### src/shared/tuning_pkg.sv
// Constants and carrier types for the adapter tuning register bank
// Notes on behaviour
// Commit level clears to zero on reset
// Underrun abort raises commit level by one
// Start transmit when FIFO holds commit bytes
// Level three or more breaks FIFO deadlock
// Serial MII option drives PHY options out
// Bits 27..25 to data pins, error zero
// Commit nibble writable only while held reset
// LED byte on pins when ROM idle
// LED pins show inverse of written byte
// Burst sizes writable in reset, reset 0x22
// Transmit burst limited by upper nibble code
// Receive burst limited by lower nibble code
// Oversize frame dropped and counted overrun
// Zero maximum means 64K byte limit
// Passed check bytes count toward frame size
// Errored mode writes oversize, length equals limit
// Every oversize frame bumps overrun counter
// Bit 2 masks transmit end-of-channel interrupts
// Bit 1 masks receive end-of-frame interrupts
// Bit 0 masks receive end-of-channel; rest reserved
// Software writes disable byte only in reset; the bank takes writes to it at any time
// Transmit end-of-frame masked via threshold zero
// Commit level saturates at highest code
package tuning_pkg;
    // ****************
    // Register map
    // ****************
    localparam logic [7:0] OFS_COMMIT = 8'h40;
    localparam logic [7:0] OFS_LED_BURST_MAX = 8'h44;
    localparam logic [7:0] OFS_INT_DISABLE = 8'h48;
    localparam logic [3:0] COMMIT_RESET = 4'h0;
    localparam logic [3:0] COMMIT_MAX = 4'hf;
    localparam logic [3:0] COMMIT_DEADLOCK_MIN = 4'h3;
    localparam logic [3:0] COMMIT_WHOLE_MIN = 4'h5;
    localparam logic [3:0] PHYOPT_RESET = 4'h0;
    localparam logic [7:0] LED_RESET = 8'h00;
    localparam logic [7:0] BURST_RESET = 8'h22;
    localparam logic [15:0] MAX_RX_FRAME_SIZE_RESET = 16'h0000;
    localparam logic [7:0] INTERRUPT_DISABLE_BYTE_RESET = 8'h00;
    localparam logic [7:0] INTERRUPT_DISABLE_BYTE_USED = 8'h07;
    localparam int COMMIT_HI = 31;
    localparam int COMMIT_LO = 28;
    localparam int PHYOPT_HI = 27;
    localparam int PHYOPT_LO = 24;
    localparam int TXB_HI = 15;
    localparam int TXB_LO = 12;
    localparam int RXB_HI = 11;
    localparam int RXB_LO = 8;
    localparam int IDIS_TX_EOC = 2;
    localparam int IDIS_RX_EOF = 1;
    localparam int IDIS_RX_EOC = 0;
    localparam logic [16:0] MAX_RX_FRAME_SIZE_ZERO_LIMIT = 17'h10000;
    localparam logic [16:0] FCS_BYTES = 17'h00004;
    localparam logic [16:0] CORRUPT_TAIL_BYTES = 17'h00008;
    localparam logic [3:0] BURST_CODE_CAP = 4'h5;
    localparam logic [3:0] COMMIT_SHIFT_BASE = 4'h6;
    localparam logic [3:0] BURST_SHIFT_BASE = 4'h4;

    // ****************
    // Carriers
    // ****************
    typedef struct packed {
        logic wr;
        logic [7:0] addr;
        logic [3:0] be;
        logic [31:0] wdata;
    } reg_req_s;

    typedef struct packed {
        logic tx_nibble_bit3;
        logic tx_nibble_bit2;
        logic tx_nibble_bit1;
        logic tx_error_pin;
    } phy_opt_s;

    typedef struct packed {
        logic tx_eoc;
        logic rx_eof;
        logic rx_eoc;
    } irq_evt_s;
endpackage : tuning_pkg

### src/hw/adapter_tuning_registers.sv
// Adapter tuning register bank: commit level, PHY options, LED, bursts, max frame
`timescale 1ns/1ps
module adapter_tuning_registers (
    // Clock and reset
    input wire logic mclk_i,
    input wire logic reset_n_i,
    input wire logic bus_reset_n_i,
    // Indirect register access
    input wire logic req_valid_i,
    input wire tuning_pkg::reg_req_s req_i,
    output logic [31:0] rdata_o,
    // Controller state and options
    input wire logic controller_run_control_i,
    input wire logic serial_mii_option_i,
    input wire logic pass_fcs_option_i,
    input wire logic pass_errored_frames_i,
    // Transmit side and DMA bursts
    input wire logic tx_underrun_abort_i,
    input wire logic [11:0] tx_fifo_bytes_i,
    input wire logic tx_whole_frame_i,
    input wire logic tx_frame_pending_i,
    input wire logic tx_fifo_wait_room_i,
    output logic tx_start_o,
    output logic [9:0] tx_burst_bytes_o,
    output logic [9:0] rx_burst_bytes_o,
    output tuning_pkg::phy_opt_s phy_opt_o,
    // Boot ROM shared pins
    input wire logic ext_high_latch_strobe_i,
    input wire logic ext_low_latch_strobe_i,
    input wire logic ext_rom_output_enable_n_i,
    output logic [7:0] external_addr_data_pins_o,
    output logic external_addr_data_pins_oe_o,
    // Receive frame check
    input wire logic rx_frame_end_i,
    input wire logic [16:0] rx_frame_len_i,
    output logic rx_accept_o,
    output logic rx_drop_o,
    output logic rx_overrun_o,
    output logic [16:0] rx_report_len_o,
    output logic [16:0] rx_valid_len_o,
    // Interrupt events
    input wire tuning_pkg::irq_evt_s irq_evt_i,
    output tuning_pkg::irq_evt_s irq_evt_o
);
    logic [3:0] commit_level_r;
    logic [3:0] phy_opt_r;
    logic [7:0] led_output_byte_r;
    logic [7:0] dma_burst_sizes_r;
    logic [15:0] max_rx_frame_size_r;
    logic [7:0] interrupt_disable_byte_r;
    logic rst_n;
    logic in_reset;
    logic wr_commit;
    logic wr_44;
    logic wr_48;
    logic [12:0] commit_bytes;
    logic threshold_met;
    logic deadlock;
    logic [1:0] hl_sync_r;
    logic [1:0] ll_sync_r;
    logic [1:0] oe_sync_r;
    logic rom_idle;

    // Adapter reset and bus reset both clear the bank
    assign rst_n = reset_n_i & bus_reset_n_i;
    assign in_reset = !controller_run_control_i;
    assign wr_commit = req_valid_i && req_i.wr && req_i.addr == tuning_pkg::OFS_COMMIT;
    assign wr_44 = req_valid_i && req_i.wr && req_i.addr == tuning_pkg::OFS_LED_BURST_MAX;
    assign wr_48 = req_valid_i && req_i.wr && req_i.addr == tuning_pkg::OFS_INT_DISABLE;

    // ****************
    // Burst size decode
    // ****************
    function automatic logic [9:0] burst_bytes(input logic [3:0] code);
        logic [3:0] c;
        c = (code > tuning_pkg::BURST_CODE_CAP) ? tuning_pkg::BURST_CODE_CAP : code;
        // Codes 6..F fall back to the largest burst
        burst_bytes = 10'(10'h001 << (c + tuning_pkg::BURST_SHIFT_BASE));
    endfunction : burst_bytes

    // ****************
    // Commit register
    // ****************
    always_ff @(posedge mclk_i or negedge rst_n) begin
        if (!rst_n) begin
            commit_level_r <= tuning_pkg::COMMIT_RESET;
        end else if (tx_underrun_abort_i) begin
            // Hardware bump wins over a concurrent software write
            if (commit_level_r != tuning_pkg::COMMIT_MAX) begin
                commit_level_r <= commit_level_r + 4'h1;
            end
        end else if (wr_commit && req_i.be[3] && in_reset) begin
            commit_level_r <= req_i.wdata[tuning_pkg::COMMIT_HI:tuning_pkg::COMMIT_LO];
        end
    end

    always_ff @(posedge mclk_i or negedge rst_n) begin
        if (!rst_n) begin
            phy_opt_r <= tuning_pkg::PHYOPT_RESET;
        end else if (wr_commit && req_i.be[3]) begin
            phy_opt_r <= req_i.wdata[tuning_pkg::PHYOPT_HI:tuning_pkg::PHYOPT_LO];
        end
    end

    // ****************
    // LED, burst, max frame
    // ****************
    always_ff @(posedge mclk_i or negedge rst_n) begin
        if (!rst_n) begin
            led_output_byte_r <= tuning_pkg::LED_RESET;
        end else if (wr_44 && req_i.be[0]) begin
            led_output_byte_r <= req_i.wdata[7:0];
        end
    end

    always_ff @(posedge mclk_i or negedge rst_n) begin
        if (!rst_n) begin
            dma_burst_sizes_r <= tuning_pkg::BURST_RESET;
        end else if (wr_44 && req_i.be[1] && in_reset) begin
            dma_burst_sizes_r <= req_i.wdata[15:8];
        end
    end

    always_ff @(posedge mclk_i or negedge rst_n) begin
        if (!rst_n) begin
            max_rx_frame_size_r <= tuning_pkg::MAX_RX_FRAME_SIZE_RESET;
        end else if (wr_44) begin
            if (req_i.be[2]) begin
                max_rx_frame_size_r[7:0] <= req_i.wdata[23:16];
            end
            if (req_i.be[3]) begin
                max_rx_frame_size_r[15:8] <= req_i.wdata[31:24];
            end
        end
    end

    // Limitation: writes outside reset are taken; software must keep to reset time
    always_ff @(posedge mclk_i or negedge rst_n) begin
        if (!rst_n) begin
            interrupt_disable_byte_r <= tuning_pkg::INTERRUPT_DISABLE_BYTE_RESET;
        end else if (wr_48 && req_i.be[0]) begin
            interrupt_disable_byte_r <= req_i.wdata[7:0] & tuning_pkg::INTERRUPT_DISABLE_BYTE_USED;
        end
    end

    // ****************
    // Read path
    // ****************
    always_ff @(posedge mclk_i or negedge rst_n) begin
        if (!rst_n) begin
            rdata_o <= 32'h00000000;
        end else if (req_valid_i && !req_i.wr) begin
            unique case (req_i.addr)
                tuning_pkg::OFS_COMMIT:
                    rdata_o <= {commit_level_r, phy_opt_r, 24'h000000};
                tuning_pkg::OFS_LED_BURST_MAX:
                    rdata_o <= {max_rx_frame_size_r, dma_burst_sizes_r, led_output_byte_r};
                tuning_pkg::OFS_INT_DISABLE:
                    rdata_o <= {24'h000000, interrupt_disable_byte_r};
                default:
                    rdata_o <= 32'h00000000;
            endcase
        end
    end

    // ****************
    // Transmit commit and bursts
    // ****************
    assign commit_bytes = 13'(13'h0001 << (commit_level_r + tuning_pkg::COMMIT_SHIFT_BASE));
    always_comb begin
        if (commit_level_r >= tuning_pkg::COMMIT_WHOLE_MIN) begin
            threshold_met = tx_whole_frame_i;
        end else begin
            threshold_met = {1'b0, tx_fifo_bytes_i} >= commit_bytes;
        end
        // Both sides waiting on the FIFO would stall forever
        deadlock = commit_level_r >= tuning_pkg::COMMIT_DEADLOCK_MIN
                   && tx_fifo_wait_room_i;
    end

    always_ff @(posedge mclk_i or negedge rst_n) begin
        if (!rst_n) begin
            tx_start_o <= 1'b0;
        end else begin
            tx_start_o <= tx_frame_pending_i && (threshold_met || deadlock);
        end
    end

    always_ff @(posedge mclk_i or negedge rst_n) begin
        if (!rst_n) begin
            tx_burst_bytes_o <= 10'h000;
            rx_burst_bytes_o <= 10'h000;
        end else begin
            tx_burst_bytes_o <= burst_bytes(dma_burst_sizes_r[7:4]);
            rx_burst_bytes_o <= burst_bytes(dma_burst_sizes_r[3:0]);
        end
    end

    // ****************
    // PHY option pins
    // ****************
    always_ff @(posedge mclk_i or negedge rst_n) begin
        if (!rst_n) begin
            phy_opt_o <= '0;
        end else if (serial_mii_option_i) begin
            phy_opt_o.tx_nibble_bit3 <= phy_opt_r[3];
            phy_opt_o.tx_nibble_bit2 <= phy_opt_r[2];
            phy_opt_o.tx_nibble_bit1 <= phy_opt_r[1];
            phy_opt_o.tx_error_pin <= 1'b0;
        end else begin
            phy_opt_o <= '0;
        end
    end

    // ****************
    // LED on shared pins
    // ****************
    always_ff @(posedge mclk_i or negedge rst_n) begin
        if (!rst_n) begin
            hl_sync_r <= 2'h0;
            ll_sync_r <= 2'h0;
            oe_sync_r <= 2'h3;
        end else begin
            hl_sync_r <= {hl_sync_r[0], ext_high_latch_strobe_i};
            ll_sync_r <= {ll_sync_r[0], ext_low_latch_strobe_i};
            oe_sync_r <= {oe_sync_r[0], ext_rom_output_enable_n_i};
        end
    end
    assign rom_idle = !hl_sync_r[1] && !ll_sync_r[1] && oe_sync_r[1];

    always_ff @(posedge mclk_i or negedge rst_n) begin
        if (!rst_n) begin
            external_addr_data_pins_o <= 8'hff;
            external_addr_data_pins_oe_o <= 1'b0;
        end else begin
            external_addr_data_pins_o <= ~led_output_byte_r;
            external_addr_data_pins_oe_o <= rom_idle;
        end
    end

    // ****************
    // Interrupt gating
    // ****************
    always_ff @(posedge mclk_i or negedge rst_n) begin
        if (!rst_n) begin
            irq_evt_o <= '0;
        end else begin
            irq_evt_o.tx_eoc <= irq_evt_i.tx_eoc
                && !interrupt_disable_byte_r[tuning_pkg::IDIS_TX_EOC];
            irq_evt_o.rx_eof <= irq_evt_i.rx_eof
                && !interrupt_disable_byte_r[tuning_pkg::IDIS_RX_EOF];
            irq_evt_o.rx_eoc <= irq_evt_i.rx_eoc
                && !interrupt_disable_byte_r[tuning_pkg::IDIS_RX_EOC];
        end
    end

    // ****************
    // Receive size check
    // ****************
    rx_size_check u_rx_size_check (
        .mclk_i(mclk_i),
        .reset_n_i(rst_n),
        .max_rx_frame_size_i(max_rx_frame_size_r),
        .pass_fcs_option_i(pass_fcs_option_i),
        .pass_errored_frames_i(pass_errored_frames_i),
        .frame_end_i(rx_frame_end_i),
        .frame_len_i(rx_frame_len_i),
        .accept_o(rx_accept_o),
        .drop_o(rx_drop_o),
        .overrun_o(rx_overrun_o),
        .report_len_o(rx_report_len_o),
        .valid_len_o(rx_valid_len_o)
    );
endmodule : adapter_tuning_registers

### src/hw/rx_size_check.sv
// Receive frame size check against the programmed maximum
`timescale 1ns/1ps
module rx_size_check (
    // Clock and reset
    input wire logic mclk_i,
    input wire logic reset_n_i,
    // Configuration
    input wire logic [15:0] max_rx_frame_size_i,
    input wire logic pass_fcs_option_i,
    input wire logic pass_errored_frames_i,
    // Frame end report
    input wire logic frame_end_i,
    input wire logic [16:0] frame_len_i,
    // Verdict
    output logic accept_o,
    output logic drop_o,
    output logic overrun_o,
    output logic [16:0] report_len_o,
    output logic [16:0] valid_len_o
);
    logic [16:0] limit;
    logic [16:0] eff_len;
    logic oversize;

    // ****************
    // Limit and compare
    // ****************
    always_comb begin
        limit = (max_rx_frame_size_i == 16'h0000) ? tuning_pkg::MAX_RX_FRAME_SIZE_ZERO_LIMIT
                                                  : {1'b0, max_rx_frame_size_i};
        // Check bytes sent to host are data for sizing
        eff_len = pass_fcs_option_i ? frame_len_i + tuning_pkg::FCS_BYTES
                                    : frame_len_i;
        oversize = eff_len > limit;
    end

    always_ff @(posedge mclk_i or negedge reset_n_i) begin
        if (!reset_n_i) begin
            accept_o <= 1'b0;
            drop_o <= 1'b0;
            overrun_o <= 1'b0;
            report_len_o <= 17'h00000;
            valid_len_o <= 17'h00000;
        end else begin
            accept_o <= frame_end_i && (!oversize || pass_errored_frames_i);
            drop_o <= frame_end_i && oversize && !pass_errored_frames_i;
            overrun_o <= frame_end_i && oversize;
            if (frame_end_i) begin
                report_len_o <= oversize ? limit : eff_len;
                // Tail of a truncated frame is not trustworthy
                valid_len_o <= oversize ? limit - tuning_pkg::CORRUPT_TAIL_BYTES : eff_len;
            end
        end
    end
endmodule : rx_size_check

### config.mk
export PLATFORM = sky130hd
export DESIGN_NAME = adapter_tuning_registers
export DESIGN_NICKNAME = d
export VERILOG_FILES = /design/src/shared/tuning_pkg.sv /design/src/hw/adapter_tuning_registers.sv /design/src/hw/rx_size_check.sv
export SDC_FILE = /design/constraint.sdc
export NUM_CORES = 1
export LEC_CHECK = 0
export ABC_AREA = 0
export BUFFER_PORTS_ARGS = -buffer_cell sky130_fd_sc_hd__clkbuf_2
export CAP_MARGIN = 15
export CORE_UTILIZATION = 55
export CTS_CLUSTER_SIZE = 16
export DETAILED_ROUTE_END_ITERATION = 10
export GPL_TIMING_DRIVEN = 0
export PLACE_DENSITY = 0.83
export SETUP_SLACK_MARGIN = 0.2
export SLEW_MARGIN = 15
export SYNTH_ARGS = -nofsm -noshare
export SYNTH_HDL_FRONTEND = slang
export SYNTH_SLANG_ARGS = --single-unit
### constraint.sdc
create_clock -name mclk_i -period 11.7 [get_ports mclk_i]
set_input_delay 2.34 -clock mclk_i [delete_from_list [all_inputs] [get_ports mclk_i]]
set_output_delay 2.34 -clock mclk_i [all_outputs]
set_load 0.1 [all_outputs]
Word level (Yosys, flattened, before mapping) --
Index checks and enable logic that the tools add are counted.
Operators by class: add/sub/neg operators 6, multipliers 0, div/mod/pow operators 0, $lt $le $gt $ge 6, equality and inequality tests 5, shift-type cells 3, muxes and demuxes 12, bitwise gates (word level) 2, reductions and logical operators 37
Operators with widths (number):
- case mux 32 bit (3 select lines) | 1
- 2-to-1 mux 17 bit | 4
- equality test 8 x 7 -> 1 bit, second input constant | 3
- 2-to-1 mux 4 bit | 6
- logical AND 1 bit | 21
- << shifter 1 x 4 -> 10 bit, first input constant | 2
- adder 17 x 3 -> 17 bit, second input constant | 1
- greater-than comparator 17 bit | 1
- subtractor 17 x 4 -> 17 bit, second input constant | 1
- zero test 16 bit | 1
- >= comparator 12 x 13 -> 1 bit | 1
- << shifter 1 x 4 -> 13 bit, first input constant | 1
- adder 4 x 3 -> 4 bit, second input constant | 3
- zero test 1 bit | 9
- greater-than comparator 4 x 3 -> 1 bit, second input constant | 2
- NOT 8 bit | 1
- AND reduction 2 bit | 3
- adder 4 x 1 -> 4 bit, second input constant | 1
- >= comparator 4 x 2 -> 1 bit, second input constant | 1
- >= comparator 4 x 3 -> 1 bit, second input constant | 1
- != test 4 bit, second input constant | 1
- logical OR 1 bit | 2
- != test 2 x 1 -> 1 bit, second input constant | 1
- nonzero test 2 bit | 1
- 2 further kinds | 2
Storage, ports and cells: flip-flop bits (word level) 155, bits in latches 0, memory bits (writable) 0, bits in read-only memories 0, input bits 93, output and inout bits 106, memories 0

Longest topological paths before layout --
word-level depth 6, mapped depth 13, depth with buffers taken out 12

Hierarchy --
A second synthesis with hierarchy kept.
Unflattened totals: cell total of the unflattened synthesis 683, area total of the unflattened synthesis 7531.0 µm²
Modules (own cells, without submodules):
- adapter_tuning_registers | instances 1, cells an instance 356, area each 4763.3 µm², sequential area each 2942.8 µm²
- rx_size_check | instances 1, cells an instance 327, area each 2767.7 µm², sequential area each 850.8 µm²

Worst setup path after synthesis --
OpenSTA, ideal clock, no wires.
path type input port to flip-flop, start in pass_fcs_option_i, end reg u_rx_size_check.valid_len_o[5], library setup time 147 ps, arrival time 4561 ps, data required time 11553 ps, setup slack 6993 ps, stages on the path 11, path buffers 1, cells stage by stage and4_1 > nand4_1 > nor3_1 > xor2_1 > ha_1 > and4_1 > a221oi_1 > o22ai_1 > clkbuf_1 > nor3b_1 > a311oi_1
On the way: word-level cells in the longest chain between the ends 3
Ends and longest elaborated chain:
- start, declared | line adapter_tuning_registers.sv:15 | input wire logic pass_fcs_option_i,
- 2-to-1 mux 17 bit * | line rx_size_check.sv:32 | eff_len = pass_fcs_option_i ? frame_len_i + tuning_pkg::FCS_BYTES
- greater-than comparator 17 bit | line rx_size_check.sv:34 | oversize = eff_len > limit;
- 2-to-1 mux 17 bit * | line rx_size_check.sv:51 | valid_len_o <= oversize ? limit - tuning_pkg::CORRUPT_TAIL_BYTES : eff_len;
- end signal, assigned | line rx_size_check.sv:51
- end, declared | line rx_size_check.sv:19 | output logic [16:0] valid_len_o
Every way passes the cells marked *; elsewhere a longest branch is shown, timed or not. A chain may end at the register's enable or synchronous reset.

Worst setup path after layout --
start in pass_fcs_option_i, end reg u_rx_size_check.report_len_o[14]
On the way: word-level cells in the longest chain between the ends 3
Ends and longest elaborated chain:
- 2-to-1 mux 17 bit * | line rx_size_check.sv:32
- greater-than comparator 17 bit | line rx_size_check.sv:34
- 2-to-1 mux 17 bit * | line rx_size_check.sv:49 | report_len_o <= oversize ? limit : eff_len;
- end signal, assigned | line rx_size_check.sv:49
- end, declared | line rx_size_check.sv:18 | output logic [16:0] report_len_o,
Marked as above.

==> results.yml <==
routing:
  drcViolationCount: 0
  dr.max_layer_used: "met4"
  vias: 5894
  drtPass1Iterations: 5
  wl_met3_um: 1270
  wl_um: 17900
  drt-met1-wl_um: 7250
  wire_per_inst_um: 16.8
  ant_nets: 0
  viasPerCell: 5.52
  met2WireLength_um: 8840
  first_iter_violations: 327
worst_setup_path:
  end_kind: "flop"
  crit_path_max_fanout: 10
  worstSetupPathType: "input port to flop"
  worst_setup_path_start_kind: "input port"
  ff2ff_path_depth: 12
  cp.required_ns: 11.98
  critical_path_arrival_ns: 5.44
clocking:
  clock_path_buffers: 2
  cts_resized: 0
  cts_tree: "built"
  root_buffer: "clkbuf_16"
  clk_pin_slew_worst_paths_ns: 0.06
  holdBufCountCts: 0
  numCtsBuffers: 17
  htreeDepth: 4
  clk-insertion-delay-late_ns: 0.42
  clock_sink_count: 151
  cts_setup_buffers: 0
global_routing:
  grt_pass1_vias: 5928
  grt.total_usage: 0.275
  grt_max_degree: 62
  grt.overflow.total: 0
  antenna_found_initial: 0
  grt_first_pass_wirelength_um: 28200
floorplanning:
  fp.coreArea_mm2: 0.0127
  start_util: 0.569
  die_area_mm2: 0.0136
  die_w_um: 117
  ios: 199
  placementRows: 41
  die_height_um: 117
power_and_ir_drop:
  p_leak_nw: 4.42
  ir_worst_vdd_v: 0.000148
  power_density_mw_per_mm2: 169
  power_w: 0.00154
final_layout:
  stdcell_count: 1068
  syn_to_final_growth_pct: 25.7
  nNetsFinal: 1014
  diodes: 0
  fill_cells: 948
  drive_gt1_frac: 0.336
status:
  status: "complete, no violations"
logic_synthesis:
  async_reset_ff_frac: 1.00
  synth_cell_types: 55
  yosysSeqAreaShare: 0.524
  ys.flop_type: "dfrtp_1"
  synth_cells: 658
  yosysWarnings: 0
  ys_seq_elements: 151
  synth-edff-count: 0
  synth_area_mm2: 0.00724
  synth.avg_cell_area_um2: 11.0
timing:
  min_period_ns: 5.16
  slew_violations: 0
  fin_crit_sh: 0.441
  fmax_mhz: 194
  tightest_slew_ns: 0.649
  max-slew-margin-rel: 0.565
  tns_ns: 0
  clock_skew_ns: 0.00768
  finalSetupViolCount: 0
  rsz0062_at_grt: "no"
  hold_viol_final: 0
placement:
  dp_cells: 1036
  hpwl_um: 13400
  gp_congestion: 0.912
  port_buffers: 196
min_path:
  hold_depth: 0
  hp-class: "flop to flop"
job:
  maxCapViolations: 0
[synth_stat cells (all sizes together) (3+ instances only)]
cell	instances	area [µm²]
a21o	4	30.0
a21oi	17	85.1
a22oi	4	30.0
a311oi	21	184
and2	10	62.6
and3	6	37.5
and4	5	43.8
buf	10	58.8
clkbuf	21	78.8
dfrtp	139	3480
dfstp	12	315
ha	38	475
inv	38	143
mux2	40	450
mux2i	13	130
nand2	74	285
nand2b	5	31.3
nand3	16	80.1
nand4	10	77.6
nor2	41	166
nor2b	7	43.8
nor3	7	35.0
nor3b	13	97.6
nor4	6	58.8
nor4b	7	76.3
o21ai	28	140
o221ai	4	35.0
o22a	3	26.3
o31ai	16	120
xnor2	21	184
xor2	4	35.0
[stage by stage]
stage           util  area, µm²  worst slack [ns]  hold slack, ns
6_report       0.715       9100              6.54           0.348
2_1_floorplan      -       7270              4.55           0.331
5_1_grt        0.715       9100              6.43           0.358
4_1_cts        0.715       9100              6.63           0.351
3_3_place_gp   0.665       8470              2.70           0.333
3_5_place_dp   0.670       8520              6.18           0.337
[worst max-delay path, stage by stage]
cell,delay (ns)
clkbuf_2,0.14
and4_1,0.30
nand4_1,0.18
nor3_1,0.22
xor2_1,0.45
ha_1,0.35
and4_1,0.22
a221oi_1,0.30
o22ai_1,0.19
clkbuf_1,0.26
nor3b_1,0.40
a311oi_1,0.09
[cell usage in the layout, fill, tap and decap left out, drive strengths merged, types with 7 or more instances in the layout]
cell / n
a21oi: 17
conb: 9
inv: 43
nand3: 16
nor4b: 7
and2: 10
xnor2: 21
ha: 38
dfstp: 12
nand4: 10
nor3: 7
o31ai: 16
a311oi: 21
buf: 12
nor3b: 13
nor2: 41
mux2: 40
nand2: 74
o21ai: 28
mux2i: 13
nor2b: 7
clkbuf: 235
dfrtp: 139
[cell families (layout without fill, tap and decap cells)]
family,Yosys count,count (layout),synth area share
buffers and inverters,69,299,0.0387
AOI/OAI and AO/OA,107,107,0.101
adders and majority gates,38,38,0.0657
and+or+nand+nor,214,214,0.160
xor gates and xnor gates,25,25,0.0302
other,1,9,0.000518
DFF,151,151,0.524
muxes,53,53,0.0802
[worst paths after layout]
path	slack, ns	endpoint	startpoint
setup / recovery	6.54	u_rx_size_check.report_len_o[14]$_DFFE_PN0P_	pass_fcs_option_i
hold / removal	0.35	ll_sync_r[1]$_DFF_PN0_	ll_sync_r[0]$_DFF_PN0_
setup reg to reg	7.84	u_rx_size_check.report_len_o[14]$_DFFE_PN0P_	max_rx_frame_size_r[10]$_DFFE_PN0P_
hold reg to reg	0.35	ll_sync_r[1]$_DFF_PN0_	ll_sync_r[0]$_DFF_PN0_
max in group asynchronous	8.65	dma_burst_sizes_r[1]$_DFFE_PN1P_	reset_n_i
min in group asynchronous	2.02	external_addr_data_pins_oe_o$_DFF_PN0_	bus_reset_n_i
[where the power goes]
part	switching, W	internal, W	total, W
Sequential	0.0000234	0.000555	0.000578
Clock	0.000226	0.000303	0.000529
Combinational	0.000332	0.000103	0.000434
[registers in the layout, summed over array words and instances, names as in the netlist, 4 cells and up]
name and count:
rdata_o 32, dma_burst_sizes_r 8, tx_burst_bytes_o 10, led_output_byte_r 8
external_addr_data_pins_o 8, rx_burst_bytes_o 10, commit_level_r 4, max_rx_frame_size_r 16
phy_opt_r 4, u_rx_size_check.valid_len_o 17, u_rx_size_check.report_len_o 14
[layout make-up]
type                            instances  area (µm²)  area share
Sequential cell                       151        3790       0.417
Multi-Input combinational cell        446        3200       0.351
Timing Repair Buffer                  198        1040       0.114
Clock buffer                           18         439      0.0483
Tap cell                              172         215      0.0236
Inverter                               38         143      0.0157
Clock inverter                         14         139      0.0153
Buffer                                 31         138      0.0151
[metal layers]
| metal | vias up | GRT usage |
|---|---|---|
| li1 | 2782 | - |
| met1 | 2820 | 0.327 |
| met2 | 250 | 0.468 |
| met3 | 42 | 0.0737 |
| met4 | 0 | 0.122 |
| met5 | - | 0 |
No activity file was read; power rests on OpenSTA's default activity.
